`src/rtl/amd_pkg.sv`:
```
package amd_pkg;

	// *****************************************************************
	// Widths and fixed codes
	// *****************************************************************
	localparam int            AMD_AW       = 16;
	localparam int            AMD_DW       = 8;
	localparam logic [7:0]    AMD_PRE_Y    = 8'h90;
	localparam logic [7:0]    AMD_PRE_YIND = 8'h91;
	localparam logic [7:0]    AMD_PRE_IND  = 8'h92;
	localparam logic [3:0]    AMD_SHORT_ONLY_MIN = 4'hA;
	localparam logic [15:0]   AMD_RESET_PC = 16'h0000;
	localparam logic [7:0]    AMD_PAGE0_HI = 8'h00;
	localparam logic [15:0]   AMD_PC_STEP  = 16'h0001;
	localparam logic [1:0]    AMD_ONE      = 2'h1;
	localparam logic [1:0]    AMD_TWO      = 2'h2;

	// *****************************************************************
	// Opcode mode field, opcode bits 7:4, before any prebyte
	// *****************************************************************
	localparam logic [3:0]    AMD_F_INH    = 4'h0;
	localparam logic [3:0]    AMD_F_IMM    = 4'h1;
	localparam logic [3:0]    AMD_F_DIR_S  = 4'h2;
	localparam logic [3:0]    AMD_F_DIR_L  = 4'h3;
	localparam logic [3:0]    AMD_F_IDX_0  = 4'h4;
	localparam logic [3:0]    AMD_F_IDX_S  = 4'h5;
	localparam logic [3:0]    AMD_F_IDX_L  = 4'h6;
	localparam logic [3:0]    AMD_F_REL_D  = 4'h7;
	localparam logic [3:0]    AMD_F_BIT_D  = 4'h8;
	localparam logic [3:0]    AMD_F_BIT_DR = 4'hA;

	// *****************************************************************
	// Types
	// *****************************************************************
	typedef enum logic [4:0] {
		AMD_M_INH    = 5'h00,
		AMD_M_IMM    = 5'h01,
		AMD_M_DIR_S  = 5'h02,
		AMD_M_DIR_L  = 5'h03,
		AMD_M_IDX_0  = 5'h04,
		AMD_M_IDX_S  = 5'h05,
		AMD_M_IDX_L  = 5'h06,
		AMD_M_REL_D  = 5'h07,
		AMD_M_BIT_D  = 5'h08,
		AMD_M_BIT_DR = 5'h0A,
		AMD_M_IND_S  = 5'h0B,
		AMD_M_IND_L  = 5'h0C,
		AMD_M_IIX_S  = 5'h0D,
		AMD_M_IIX_L  = 5'h0E,
		AMD_M_REL_I  = 5'h0F,
		AMD_M_BIT_I  = 5'h10,
		AMD_M_BIT_IR = 5'h11,
		AMD_M_ILL    = 5'h1F
	} amd_mode_e;

	typedef enum logic [1:0] {
		AMD_P_NONE = 2'h0,
		AMD_P_Y    = 2'h1,
		AMD_P_IND  = 2'h2,
		AMD_P_YIND = 2'h3
	} amd_pre_e;

	typedef struct packed {
		amd_mode_e  mode;
		logic       use_y;
		logic       is_long;
		logic       illegal;
		logic [1:0] n_bytes;
		logic [1:0] ptr_bytes;
	} amd_dec_s;

	typedef struct packed {
		amd_mode_e   mode;
		amd_pre_e    pre;
		logic        use_y;
		logic        is_long;
		logic        illegal;
		logic [7:0]  opcode;
		logic [2:0]  length;
		logic [7:0]  operand;
		logic [15:0] ea;
		logic [15:0] rel_target;
		logic [15:0] next_pc;
	} amd_res_s;

	typedef struct packed {
		logic        rd;
		logic [15:0] addr;
	} amd_mreq_s;

endpackage

```
`src/rtl/amd_mode_classify.sv`:
```
module amd_mode_classify
	import amd_pkg::*;
(
	// Decode input
	input  wire amd_pkg::amd_pre_e pre,
	input  wire logic [7:0]        opcode,
	// Decode result
	output amd_pkg::amd_dec_s      dec
);

	// *****************************************************************
	// Mode and length from the opcode, then the prebyte rewrite
	// *****************************************************************
	always_comb
	begin
		dec = '0;
		case (opcode[7:4])
			AMD_F_INH:    dec.mode = AMD_M_INH;
			AMD_F_IMM:
			begin
				dec.mode    = AMD_M_IMM;
				dec.n_bytes = AMD_ONE;
			end
			AMD_F_DIR_S:
			begin
				dec.mode    = AMD_M_DIR_S;
				dec.n_bytes = AMD_ONE;
			end
			AMD_F_DIR_L:
			begin
				dec.mode    = AMD_M_DIR_L;
				dec.n_bytes = AMD_TWO;
			end
			AMD_F_IDX_0:  dec.mode = AMD_M_IDX_0;
			AMD_F_IDX_S:
			begin
				dec.mode    = AMD_M_IDX_S;
				dec.n_bytes = AMD_ONE;
			end
			AMD_F_IDX_L:
			begin
				dec.mode    = AMD_M_IDX_L;
				dec.n_bytes = AMD_TWO;
			end
			AMD_F_REL_D:
			begin
				dec.mode    = AMD_M_REL_D;
				dec.n_bytes = AMD_ONE;
			end
			AMD_F_BIT_D:
			begin
				dec.mode    = AMD_M_BIT_D;
				dec.n_bytes = AMD_ONE;
			end
			AMD_F_BIT_DR:
			begin
				dec.mode    = AMD_M_BIT_DR;
				dec.n_bytes = AMD_TWO;
			end
			default:
			begin
				dec.mode    = AMD_M_ILL;
				dec.illegal = 1'b1;
			end
		endcase
		case (pre)
			AMD_P_Y:
			begin
				case (dec.mode)
					AMD_M_INH, AMD_M_IMM, AMD_M_DIR_S, AMD_M_DIR_L,
					AMD_M_IDX_0, AMD_M_IDX_S, AMD_M_IDX_L:
						dec.use_y = 1'b1;
					default: dec.illegal = 1'b1;
				endcase
			end
			AMD_P_IND:
			begin
				dec.n_bytes   = AMD_ONE;
				dec.ptr_bytes = AMD_ONE;
				case (dec.mode)
					AMD_M_DIR_S: dec.mode = AMD_M_IND_S;
					AMD_M_DIR_L:
					begin
						dec.mode      = AMD_M_IND_L;
						dec.ptr_bytes = AMD_TWO;
					end
					AMD_M_IDX_S: dec.mode = AMD_M_IIX_S;
					AMD_M_IDX_L:
					begin
						dec.mode      = AMD_M_IIX_L;
						dec.ptr_bytes = AMD_TWO;
					end
					AMD_M_REL_D: dec.mode = AMD_M_REL_I;
					AMD_M_BIT_D: dec.mode = AMD_M_BIT_I;
					AMD_M_BIT_DR:
					begin
						dec.mode    = AMD_M_BIT_IR;
						dec.n_bytes = AMD_TWO;
					end
					default:
					begin
						dec.illegal   = 1'b1;
						dec.n_bytes   = 2'h0;
						dec.ptr_bytes = 2'h0;
					end
				endcase
			end
			AMD_P_YIND:
			begin
				dec.use_y     = 1'b1;
				dec.n_bytes   = AMD_ONE;
				dec.ptr_bytes = AMD_ONE;
				case (dec.mode)
					AMD_M_IDX_S: dec.mode = AMD_M_IIX_S;
					AMD_M_IDX_L:
					begin
						dec.mode      = AMD_M_IIX_L;
						dec.ptr_bytes = AMD_TWO;
					end
					default:
					begin
						dec.illegal   = 1'b1;
						dec.n_bytes   = 2'h0;
						dec.ptr_bytes = 2'h0;
					end
				endcase
			end
			default: ;
		endcase
		dec.is_long = (dec.mode == AMD_M_DIR_L) || (dec.mode == AMD_M_IDX_L)
			|| (dec.mode == AMD_M_IND_L) || (dec.mode == AMD_M_IIX_L);
		// Long forms are refused for the short-only operation group.
		if (dec.is_long && (opcode[3:0] >= AMD_SHORT_ONLY_MIN))
			dec.illegal = 1'b1;
	end

endmodule

```
`src/rtl/amd_ea_calc.sv`:
```
module amd_ea_calc
	import amd_pkg::*;
(
	// Decoded mode and fetched bytes
	input  wire amd_pkg::amd_mode_e mode,
	input  wire logic [7:0]         arg1,
	input  wire logic [7:0]         arg2,
	input  wire logic [7:0]         ptr1,
	input  wire logic [7:0]         ptr2,
	input  wire logic [7:0]         index,
	input  wire logic [15:0]        next_pc,
	// Address results
	output logic [15:0]             ea,
	output logic [15:0]             rel_target
);

	logic [15:0] arg_word;
	logic [15:0] ptr_word;
	logic [7:0]  rel_off;

	// *****************************************************************
	// Effective address and relative target
	// *****************************************************************
	always_comb
	begin
		arg_word = {arg1, arg2};
		ptr_word = {ptr1, ptr2};
		case (mode)
			AMD_M_DIR_S, AMD_M_BIT_D, AMD_M_BIT_DR:
				ea = {AMD_PAGE0_HI, arg1};
			AMD_M_DIR_L:  ea = arg_word;
			AMD_M_IDX_0:  ea = {AMD_PAGE0_HI, index};
			AMD_M_IDX_S:
				ea = {AMD_PAGE0_HI, arg1} + {AMD_PAGE0_HI, index};
			AMD_M_IDX_L:  ea = arg_word + {AMD_PAGE0_HI, index};
			AMD_M_IND_S, AMD_M_BIT_I, AMD_M_BIT_IR:
				ea = {AMD_PAGE0_HI, ptr1};
			AMD_M_IND_L:  ea = ptr_word;
			AMD_M_IIX_S:
				ea = {AMD_PAGE0_HI, ptr1} + {AMD_PAGE0_HI, index};
			AMD_M_IIX_L:  ea = ptr_word + {AMD_PAGE0_HI, index};
			default:      ea = 16'h0000;
		endcase
		case (mode)
			AMD_M_REL_D:                rel_off = arg1;
			AMD_M_REL_I:                rel_off = ptr1;
			AMD_M_BIT_DR, AMD_M_BIT_IR: rel_off = arg2;
			default:                    rel_off = 8'h00;
		endcase
		rel_target = next_pc + {{8{rel_off[7]}}, rel_off};
	end

endmodule

```
`src/rtl/amd_addressing_decoder.sv`:
```
module amd_addressing_decoder
	import amd_pkg::*;
#(
	parameter logic [15:0] RESET_PC = amd_pkg::AMD_RESET_PC
)
(
	// Clock and reset
	input  wire logic              clk,
	input  wire logic              srst,
	// Memory read port
	output logic                   mem_rd,
	output logic [15:0]            mem_addr,
	input  wire logic [7:0]        mem_rdata,
	input  wire logic              mem_rvalid,
	// Index registers from the datapath
	input  wire logic [7:0]        idx_x,
	input  wire logic [7:0]        idx_y,
	// Decoded instruction towards the datapath
	output logic                   res_valid,
	output amd_pkg::amd_res_s      res,
	input  wire logic              res_ack,
	input  wire logic              jump_taken
);

	// *****************************************************************
	// Sequencer states
	// *****************************************************************
	typedef enum logic [2:0] {
		AMD_S_OP   = 3'h0,
		AMD_S_ARG  = 3'h1,
		AMD_S_PTR  = 3'h2,
		AMD_S_EVAL = 3'h3,
		AMD_S_DONE = 3'h4
	} amd_state_e;

	amd_state_e  state_reg;
	amd_pre_e    pre_reg;
	amd_dec_s    dec_reg;
	amd_dec_s    dec_w;
	amd_mreq_s   mreq_reg;
	amd_res_s    res_reg;
	logic        res_valid_reg;
	logic [7:0]  opcode_reg;
	logic [7:0]  arg1_reg;
	logic [7:0]  arg2_reg;
	logic [7:0]  ptr1_reg;
	logic [7:0]  ptr2_reg;
	logic [1:0]  arg_cnt_reg;
	logic [1:0]  ptr_cnt_reg;
	logic [15:0] pc_reg;
	logic [7:0]  ptr_base;
	logic [7:0]  index_sel;
	logic [15:0] ea_w;
	logic [15:0] rel_w;
	logic        is_rel;
	logic        pre_take;

	// *****************************************************************
	// Prebyte recognition
	// *****************************************************************
	function automatic amd_pre_e pre_of(input logic [7:0] b);
		case (b)
			AMD_PRE_Y:    pre_of = AMD_P_Y;
			AMD_PRE_YIND: pre_of = AMD_P_YIND;
			AMD_PRE_IND:  pre_of = AMD_P_IND;
			default:      pre_of = AMD_P_NONE;
		endcase
	endfunction

	function automatic logic rel_mode(input amd_mode_e m);
		rel_mode = (m == AMD_M_REL_D) || (m == AMD_M_REL_I)
			|| (m == AMD_M_BIT_DR) || (m == AMD_M_BIT_IR);
	endfunction

	// *****************************************************************
	// Decoding and address arithmetic
	// *****************************************************************
	amd_mode_classify u_classify (
		.pre    (pre_reg),
		.opcode (mem_rdata),
		.dec    (dec_w)
	);

	// The pointer address is always the first byte after the opcode.
	assign ptr_base  = (arg_cnt_reg == 2'h0) ? mem_rdata : arg1_reg;
	assign index_sel = dec_reg.use_y ? idx_y : idx_x;
	assign is_rel    = rel_mode(dec_reg.mode);
	// A second prebyte is not taken and falls through as an opcode.
	assign pre_take  = (pre_of(mem_rdata) != AMD_P_NONE)
		&& (pre_reg == AMD_P_NONE);

	amd_ea_calc u_ea (
		.mode       (dec_reg.mode),
		.arg1       (arg1_reg),
		.arg2       (arg2_reg),
		.ptr1       (ptr1_reg),
		.ptr2       (ptr2_reg),
		.index      (index_sel),
		.next_pc    (pc_reg),
		.ea         (ea_w),
		.rel_target (rel_w)
	);

	// *****************************************************************
	// Fetch sequencing
	// *****************************************************************
	always_ff @(posedge clk)
	begin
		if (srst)
		begin
			state_reg   <= AMD_S_OP;
			dec_reg     <= '0;
			pc_reg      <= RESET_PC;
			mreq_reg.rd   <= 1'b1;
			mreq_reg.addr <= RESET_PC;
		end
		else
		begin
			case (state_reg)
				AMD_S_OP:
				begin
					if (mem_rvalid)
					begin
						pc_reg        <= pc_reg + AMD_PC_STEP;
						mreq_reg.addr <= pc_reg + AMD_PC_STEP;
						if (!pre_take)
						begin
							dec_reg <= dec_w;
							if (dec_w.n_bytes == 2'h0)
							begin
								mreq_reg.rd <= 1'b0;
								state_reg   <= AMD_S_EVAL;
							end
							else
								state_reg <= AMD_S_ARG;
						end
					end
				end
				AMD_S_ARG:
				begin
					if (mem_rvalid)
					begin
						pc_reg <= pc_reg + AMD_PC_STEP;
						if ((arg_cnt_reg + AMD_ONE) == dec_reg.n_bytes)
						begin
							if (dec_reg.ptr_bytes != 2'h0)
							begin
								mreq_reg.addr <= {AMD_PAGE0_HI, ptr_base};
								state_reg     <= AMD_S_PTR;
							end
							else
							begin
								mreq_reg.rd <= 1'b0;
								state_reg   <= AMD_S_EVAL;
							end
						end
						else
							mreq_reg.addr <= pc_reg + AMD_PC_STEP;
					end
				end
				AMD_S_PTR:
				begin
					if (mem_rvalid)
					begin
						mreq_reg.addr <= mreq_reg.addr + AMD_PC_STEP;
						if ((ptr_cnt_reg + AMD_ONE) == dec_reg.ptr_bytes)
						begin
							mreq_reg.rd <= 1'b0;
							state_reg   <= AMD_S_EVAL;
						end
					end
				end
				AMD_S_EVAL:
					state_reg <= AMD_S_DONE;
				AMD_S_DONE:
				begin
					if (res_ack)
					begin
						if (jump_taken)
						begin
							pc_reg        <= is_rel ? rel_w : res_reg.ea;
							mreq_reg.addr <= is_rel ? rel_w : res_reg.ea;
						end
						else
							mreq_reg.addr <= pc_reg;
						mreq_reg.rd <= 1'b1;
						state_reg   <= AMD_S_OP;
					end
				end
				default:
					state_reg <= AMD_S_OP;
			endcase
		end
	end

	// *****************************************************************
	// Prebyte register
	// *****************************************************************
	always_ff @(posedge clk)
	begin
		if (srst)
			pre_reg <= AMD_P_NONE;
		else if ((state_reg == AMD_S_OP) && mem_rvalid && pre_take)
			pre_reg <= pre_of(mem_rdata);
		else if ((state_reg == AMD_S_DONE) && res_ack)
			pre_reg <= AMD_P_NONE;
	end

	// *****************************************************************
	// Instruction byte capture
	// *****************************************************************
	always_ff @(posedge clk)
	begin
		if (srst)
		begin
			opcode_reg  <= 8'h00;
			arg1_reg    <= 8'h00;
			arg2_reg    <= 8'h00;
			ptr1_reg    <= 8'h00;
			ptr2_reg    <= 8'h00;
			arg_cnt_reg <= 2'h0;
			ptr_cnt_reg <= 2'h0;
		end
		else if (mem_rvalid)
		begin
			case (state_reg)
				AMD_S_OP:
				begin
					arg_cnt_reg <= 2'h0;
					ptr_cnt_reg <= 2'h0;
					if (!pre_take)
						opcode_reg <= mem_rdata;
				end
				AMD_S_ARG:
				begin
					if (arg_cnt_reg == 2'h0)
						arg1_reg <= mem_rdata;
					else
						arg2_reg <= mem_rdata;
					arg_cnt_reg <= arg_cnt_reg + AMD_ONE;
				end
				AMD_S_PTR:
				begin
					if (ptr_cnt_reg == 2'h0)
						ptr1_reg <= mem_rdata;
					else
						ptr2_reg <= mem_rdata;
					ptr_cnt_reg <= ptr_cnt_reg + AMD_ONE;
				end
				default: ;
			endcase
		end
	end

	// *****************************************************************
	// Result register
	// *****************************************************************
	always_ff @(posedge clk)
	begin
		if (srst)
		begin
			res_reg       <= '0;
			res_valid_reg <= 1'b0;
		end
		else if (state_reg == AMD_S_EVAL)
		begin
			res_reg.mode       <= dec_reg.mode;
			res_reg.pre        <= pre_reg;
			res_reg.use_y      <= dec_reg.use_y;
			res_reg.is_long    <= dec_reg.is_long;
			res_reg.illegal    <= dec_reg.illegal;
			res_reg.opcode     <= opcode_reg;
			res_reg.length     <= 3'((pre_reg != AMD_P_NONE) ? 2 : 1)
				+ {1'b0, dec_reg.n_bytes};
			res_reg.operand    <= arg1_reg;
			res_reg.ea         <= ea_w;
			res_reg.rel_target <= rel_w;
			res_reg.next_pc    <= pc_reg;
			res_valid_reg      <= 1'b1;
		end
		else if ((state_reg == AMD_S_DONE) && res_ack)
			res_valid_reg <= 1'b0;
	end

	assign mem_rd    = mreq_reg.rd;
	assign mem_addr  = mreq_reg.addr;
	assign res_valid = res_valid_reg;
	assign res       = res_reg;

endmodule

```
`config.mk`:
```
export PLATFORM = sky130hd
export DESIGN_NAME = amd_addressing_decoder
export DESIGN_NICKNAME = d
export VERILOG_FILES = /design/src/rtl/amd_pkg.sv /design/src/rtl/amd_mode_classify.sv /design/src/rtl/amd_ea_calc.sv /design/src/rtl/amd_addressing_decoder.sv
export SDC_FILE = /design/constraint.sdc
export NUM_CORES = 1
export LEC_CHECK = 0
export BUFFER_PORTS_ARGS = -buffer_cell sky130_fd_sc_hd__buf_2
export CORE_MARGIN = 2
export CORE_UTILIZATION = 40
export DETAILED_ROUTE_END_ITERATION = 10
export PLACE_DENSITY_LB_ADDON = 0.25
export REMOVE_ABC_BUFFERS = 1
export SLEW_MARGIN = 20
export SYNTH_ARGS = -nofsm -noshare
export SYNTH_HDL_FRONTEND = slang
export SYNTH_SLANG_ARGS = --single-unit
export TNS_END_PERCENT = 20
```
`constraint.sdc`:
```
create_clock -name clk -period 5.6 [get_ports clk]
set_clock_uncertainty 0.1 [all_clocks]
set_input_delay 1.4 -clock clk [delete_from_list [all_inputs] [get_ports clk]]
set_output_delay 1.4 -clock clk [all_outputs]
set_load 0.01 [all_outputs]
```
==> results.sh <==
export IMPL_status="finished clean"
export IMPL_p_per_area_nw_per_um2=321
export IMPL_grt_util_met2_pct=41.3
export IMPL_grt_setup_unrepaired="no"
export IMPL_setup_viol=0
export IMPL_timing_final_hold_violations=0
export IMPL_combPwrFrac_pct=27.6
export IMPL_yosysWarningCount=0
export IMPL_floorplan_initialDensity_pct=40.8
export IMPL_antenna_left=0
export IMPL_synthesis_area_per_instance_sq_um=7.60
export IMPL_timing_worst_slew_pin_value_ns=1.05
export IMPL_highest_net_fanout_along_the_worst_path=19
export IMPL_die_height_um=170
export IMPL_design_final_nets=1548
export IMPL_crit_reg2reg_launch="dec_reg[10]"
export IMPL_switching_share_pct=39.7
export IMPL_grt_max_degree=128
export IMPL_irDropWorstVdd_mv=0.181
export IMPL_first_pass_iters=6
export IMPL_synth_main_ff_cell="sky130_fd_sc_hd__dfxtp_1"
export IMPL_wire_per_inst_um=19.7
export IMPL_postCtsSetupBuffers=0
export IMPL_holdCritPathClass="reg2reg"
export IMPL_overall_global_routing_usage_pct=24.7
export IMPL_endpoint="pc_reg[12]"
export IMPL_yosys_register_bits=172
export IMPL_cts_tree="yes"
export IMPL_die_w_um=170
export IMPL_post_synth_fa_ha_maj_area_fraction_pct=4.91
export IMPL_multiInputGateArea_sq_um=7000
export IMPL_share_seq_of_total_power_pct=39.7
export IMPL_ys_types=80
export IMPL_globalplace_congestion=0.907
export IMPL_leakagePower_nw=4.61
export IMPL_timing_worst_setup_path_type="reg2reg"
export IMPL_post_layout_total_power_mw=3.94
export IMPL_buffer_ports_inserted=123
export IMPL_timing_reg2reg_setup_slack_ns=0.85
export IMPL_use_met1_pct=32.7
export IMPL_synthToLayoutAreaGrowth_pct=11.7
export IMPL_compound_gate_portion_of_the_synthesized_area_pct=24.8
export IMPL_final_max_slew_violation_count=0
export IMPL_cp_arrival_ns=4.92
export IMPL_tritoncts_num_buffers=17
export IMPL_post_route_min_period_ns=4.75
export IMPL_basic_gate_share_of_the_synthesized_area_counting_and_or_nand_and_nor_cells_pct=21.5
export IMPL_vias_per_cell=5.90
export IMPL_fillCellCount=2760
export IMPL_synth_enable_flop_cells=0
export IMPL_gr_usage_met3_pct=3.53
export IMPL_max_slew_margin_rel_pct=30.0
export IMPL_clockRootBuffer="sky130_fd_sc_hd__clkbuf_16"
export IMPL_post_synth_inst_count=1448
export IMPL_p_clk_share_pct=32.8
export IMPL_maxClockFrequency_mhz=211
export IMPL_critPathLaunch="dec_reg[10]"
export IMPL_clk_latency_ns=0.46
export IMPL_htree_levels=4
export IMPL_residual_drc_count=0
export IMPL_ff_latch_area_sq_um=3440
export IMPL_cts_root_to_sink_buffers=2
export IMPL_core_area_sq_um=27000
export IMPL_power_switching_mw=1.57
export IMPL_io_pin_count=124
export IMPL_cts_sink_count=172
export IMPL_fp_dieArea_sq_um=28900
export IMPL_antenna_diode_count=0
export IMPL_r2r_end="pc_reg[12]"
export IMPL_path_clk_slew_ns=0.08
export IMPL_overflow=0
export IMPL_worst_endpoint_required_ns=5.77
export IMPL_post_cts_resize_count=0
export IMPL_internal_power_component_mw=2.38
export IMPL_placement_rows=60
export IMPL_antenna_found_initial=0
export IMPL_synthXorXnorAreaFrac_pct=4.38
export IMPL_combinational_family_with_the_most_area_after_synthesis="compound AO/OA/AOI/OAI gates"
export IMPL_layout_worst_path_cycle_share_pct=84.8
export IMPL_critPathLaunchType="flip-flop"
export IMPL_yosysSeqAreaShare_pct=31.3
export IMPL_share_of_cell_area_taken_by_muxes_after_synthesis_pct=7.67
export IMPL_dr_total_vias=10800
export IMPL_max_cap_viol_count=0
export IMPL_async_reset_ff_share_pct=0
export IMPL_post_cts_hold_buffer_count=0
export IMPL_synthesis_area_sq_um=11000
export IMPL_layout_drive_gt1_share_pct=14.3
export IMPL_routed_wirelength_um=36100
export IMPL_number_of_global_route_vias_before_repair=9911
export IMPL_place_detailed_hpwl_um=25200
export IMPL_grt_first_pass_wirelength_um=55900
export IMPL_tns_ns=0
export IMPL_largest_register_ff_count=77
export IMPL_drt_iter0_drc=1017
export IMPL_timing_reg2reg_worst_path_depth=11
export IMPL_type_of_element_capturing_the_critical_path="flip-flop"
export IMPL_layer_with_the_highest_usage="met2"
-- power by group through the flow --
stage / combinational, mW / clock, mW / sequential (mW)
2_1_floorplan: 0.710 / 0 / 1.52
3_3_place_gp: 1.06 / 0 / 1.58
3_5_place_dp: 1.07 / 0 / 1.58
4_1_cts: 1.08 / 1.30 / 1.56
5_1_grt: 1.20 / 1.36 / 1.58
6_report: 1.09 / 1.29 / 1.56
-- cells by family after synthesis --
family,count (synthesis)
buffers and inverters,149
XOR/XNOR,55
multiplexers,80
adder cells (fa/ha/maj),41
AND/OR/NAND/NOR,529
flip-flops,172
AO/OA/AOI/OAI,422
-- cell type report --
type	instances	share of cell area (%)
clock inverter	15	1.71
clock buffer	17	3.46
inverter	30	0.916
multi-input combinational	1127	56.9
timing repair buffer	131	5.55
tap	341	3.47
sequential	172	28.0
-- cell usage after synthesis (15+ instances only) --
cell / n / area (sq um)
sky130_fd_sc_hd__mux2i_1: 54 / 541
sky130_fd_sc_hd__xor2_1: 23 / 201
sky130_fd_sc_hd__ha_1: 36 / 450
sky130_fd_sc_hd__o22ai_1: 17 / 106
sky130_fd_sc_hd__dfxtp_1: 172 / 3440
sky130_fd_sc_hd__inv_1: 28 / 105
sky130_fd_sc_hd__and3_1: 16 / 100
sky130_fd_sc_hd__nand2_1: 234 / 878
sky130_fd_sc_hd__nor2_1: 140 / 526
sky130_fd_sc_hd__a21oi_1: 162 / 811
sky130_fd_sc_hd__mux2_2: 25 / 282
sky130_fd_sc_hd__buf_2: 15 / 75.1
sky130_fd_sc_hd__o21ai_0: 60 / 300
sky130_fd_sc_hd__nor3_1: 27 / 135
sky130_fd_sc_hd__xnor2_1: 32 / 280
sky130_fd_sc_hd__clkbuf_1: 95 / 357
sky130_fd_sc_hd__o21ai_1: 17 / 85.1
sky130_fd_sc_hd__a211oi_1: 20 / 150
sky130_fd_sc_hd__nand3_1: 29 / 145
-- per-stage QoR --
| step | instances | hold slack (ns) | area, sq um | utilization (%) | setup WS, ns |
|---|---|---|---|---|---|
| finish | 1833 | 0.349 | 12300 | 45.6 | 0.851 |
| global route | 1833 | 0.372 | 12300 | 45.6 | 0.456 |
| CTS | 1833 | 0.354 | 12300 | 45.6 | 0.919 |
| detailed placement | 1801 | 0.345 | 11700 | 43.2 | 0.971 |
| global placement | 1801 | 0.339 | 11700 | 43.2 | 1.14 |
| floorplan | 1329 | 0.326 | 10500 | - | 1.15 |
-- critical path, cell delays in order, from the launching register on --
cell	delay (ns)
sky130_fd_sc_hd__dfxtp_1	0.89
sky130_fd_sc_hd__nor3b_2	0.32
sky130_fd_sc_hd__a32oi_1	0.07
sky130_fd_sc_hd__nor2_1	0.40
sky130_fd_sc_hd__o2bb2ai_1	0.47
sky130_fd_sc_hd__ha_1	0.43
sky130_fd_sc_hd__a2111oi_2	0.54
sky130_fd_sc_hd__a211oi_2	0.19
sky130_fd_sc_hd__and4b_1	0.22
sky130_fd_sc_hd__or4_1	0.57
sky130_fd_sc_hd__a31oi_1	0.26
sky130_fd_sc_hd__a221oi_1	0.11
-- routing by layer --
metal | wire length (um) | vias up
met3 | 2200 | 70
met2 | 17000 | 423
li1 | - | 5238
met4 | 952 | 0
met5 | 0 | -
met1 | 15900 | 5090
-- worst min-delay path by stage --
stage	start	end	cells past startpoint	slack, ns
2_1_floorplan	arg_cnt_reg[1]	arg_cnt_reg[1]	2	0.33
3_3_place_gp	res[27]	res[27]	2	0.34
3_5_place_dp	res[14]	res[14]	2	0.35
4_1_cts	res[27]	res[27]	2	0.35
5_1_grt	res[13]	res[13]	2	0.37
6_report	res[27]	res[27]	2	0.35
-- placed cells by master, fill, tap and decap left out, types with 10 or more instances in the layout --
cell,instances
sky130_fd_sc_hd__nand4_1,11
sky130_fd_sc_hd__nor2_1,138
sky130_fd_sc_hd__clkbuf_16,17
sky130_fd_sc_hd__o21ai_0,60
sky130_fd_sc_hd__a21oi_1,162
sky130_fd_sc_hd__a21o_1,11
sky130_fd_sc_hd__a31oi_1,13
sky130_fd_sc_hd__and3_1,16
sky130_fd_sc_hd__nand2_1,234
sky130_fd_sc_hd__inv_1,28
sky130_fd_sc_hd__xnor2_1,32
sky130_fd_sc_hd__a222oi_1,11
sky130_fd_sc_hd__nor3_1,27
sky130_fd_sc_hd__ha_1,36
sky130_fd_sc_hd__o21ai_1,17
sky130_fd_sc_hd__xor2_1,23
sky130_fd_sc_hd__buf_2,122
sky130_fd_sc_hd__o21a_1,14
sky130_fd_sc_hd__mux2i_1,54
sky130_fd_sc_hd__a221oi_1,13
sky130_fd_sc_hd__dfxtp_1,172
sky130_fd_sc_hd__a211oi_1,20
sky130_fd_sc_hd__or3_1,10
sky130_fd_sc_hd__o22ai_1,17
sky130_fd_sc_hd__mux2_2,25
sky130_fd_sc_hd__nand3_1,28
sky130_fd_sc_hd__nor2b_1,14
Note: power is estimated with default switching activity, not from simulation.
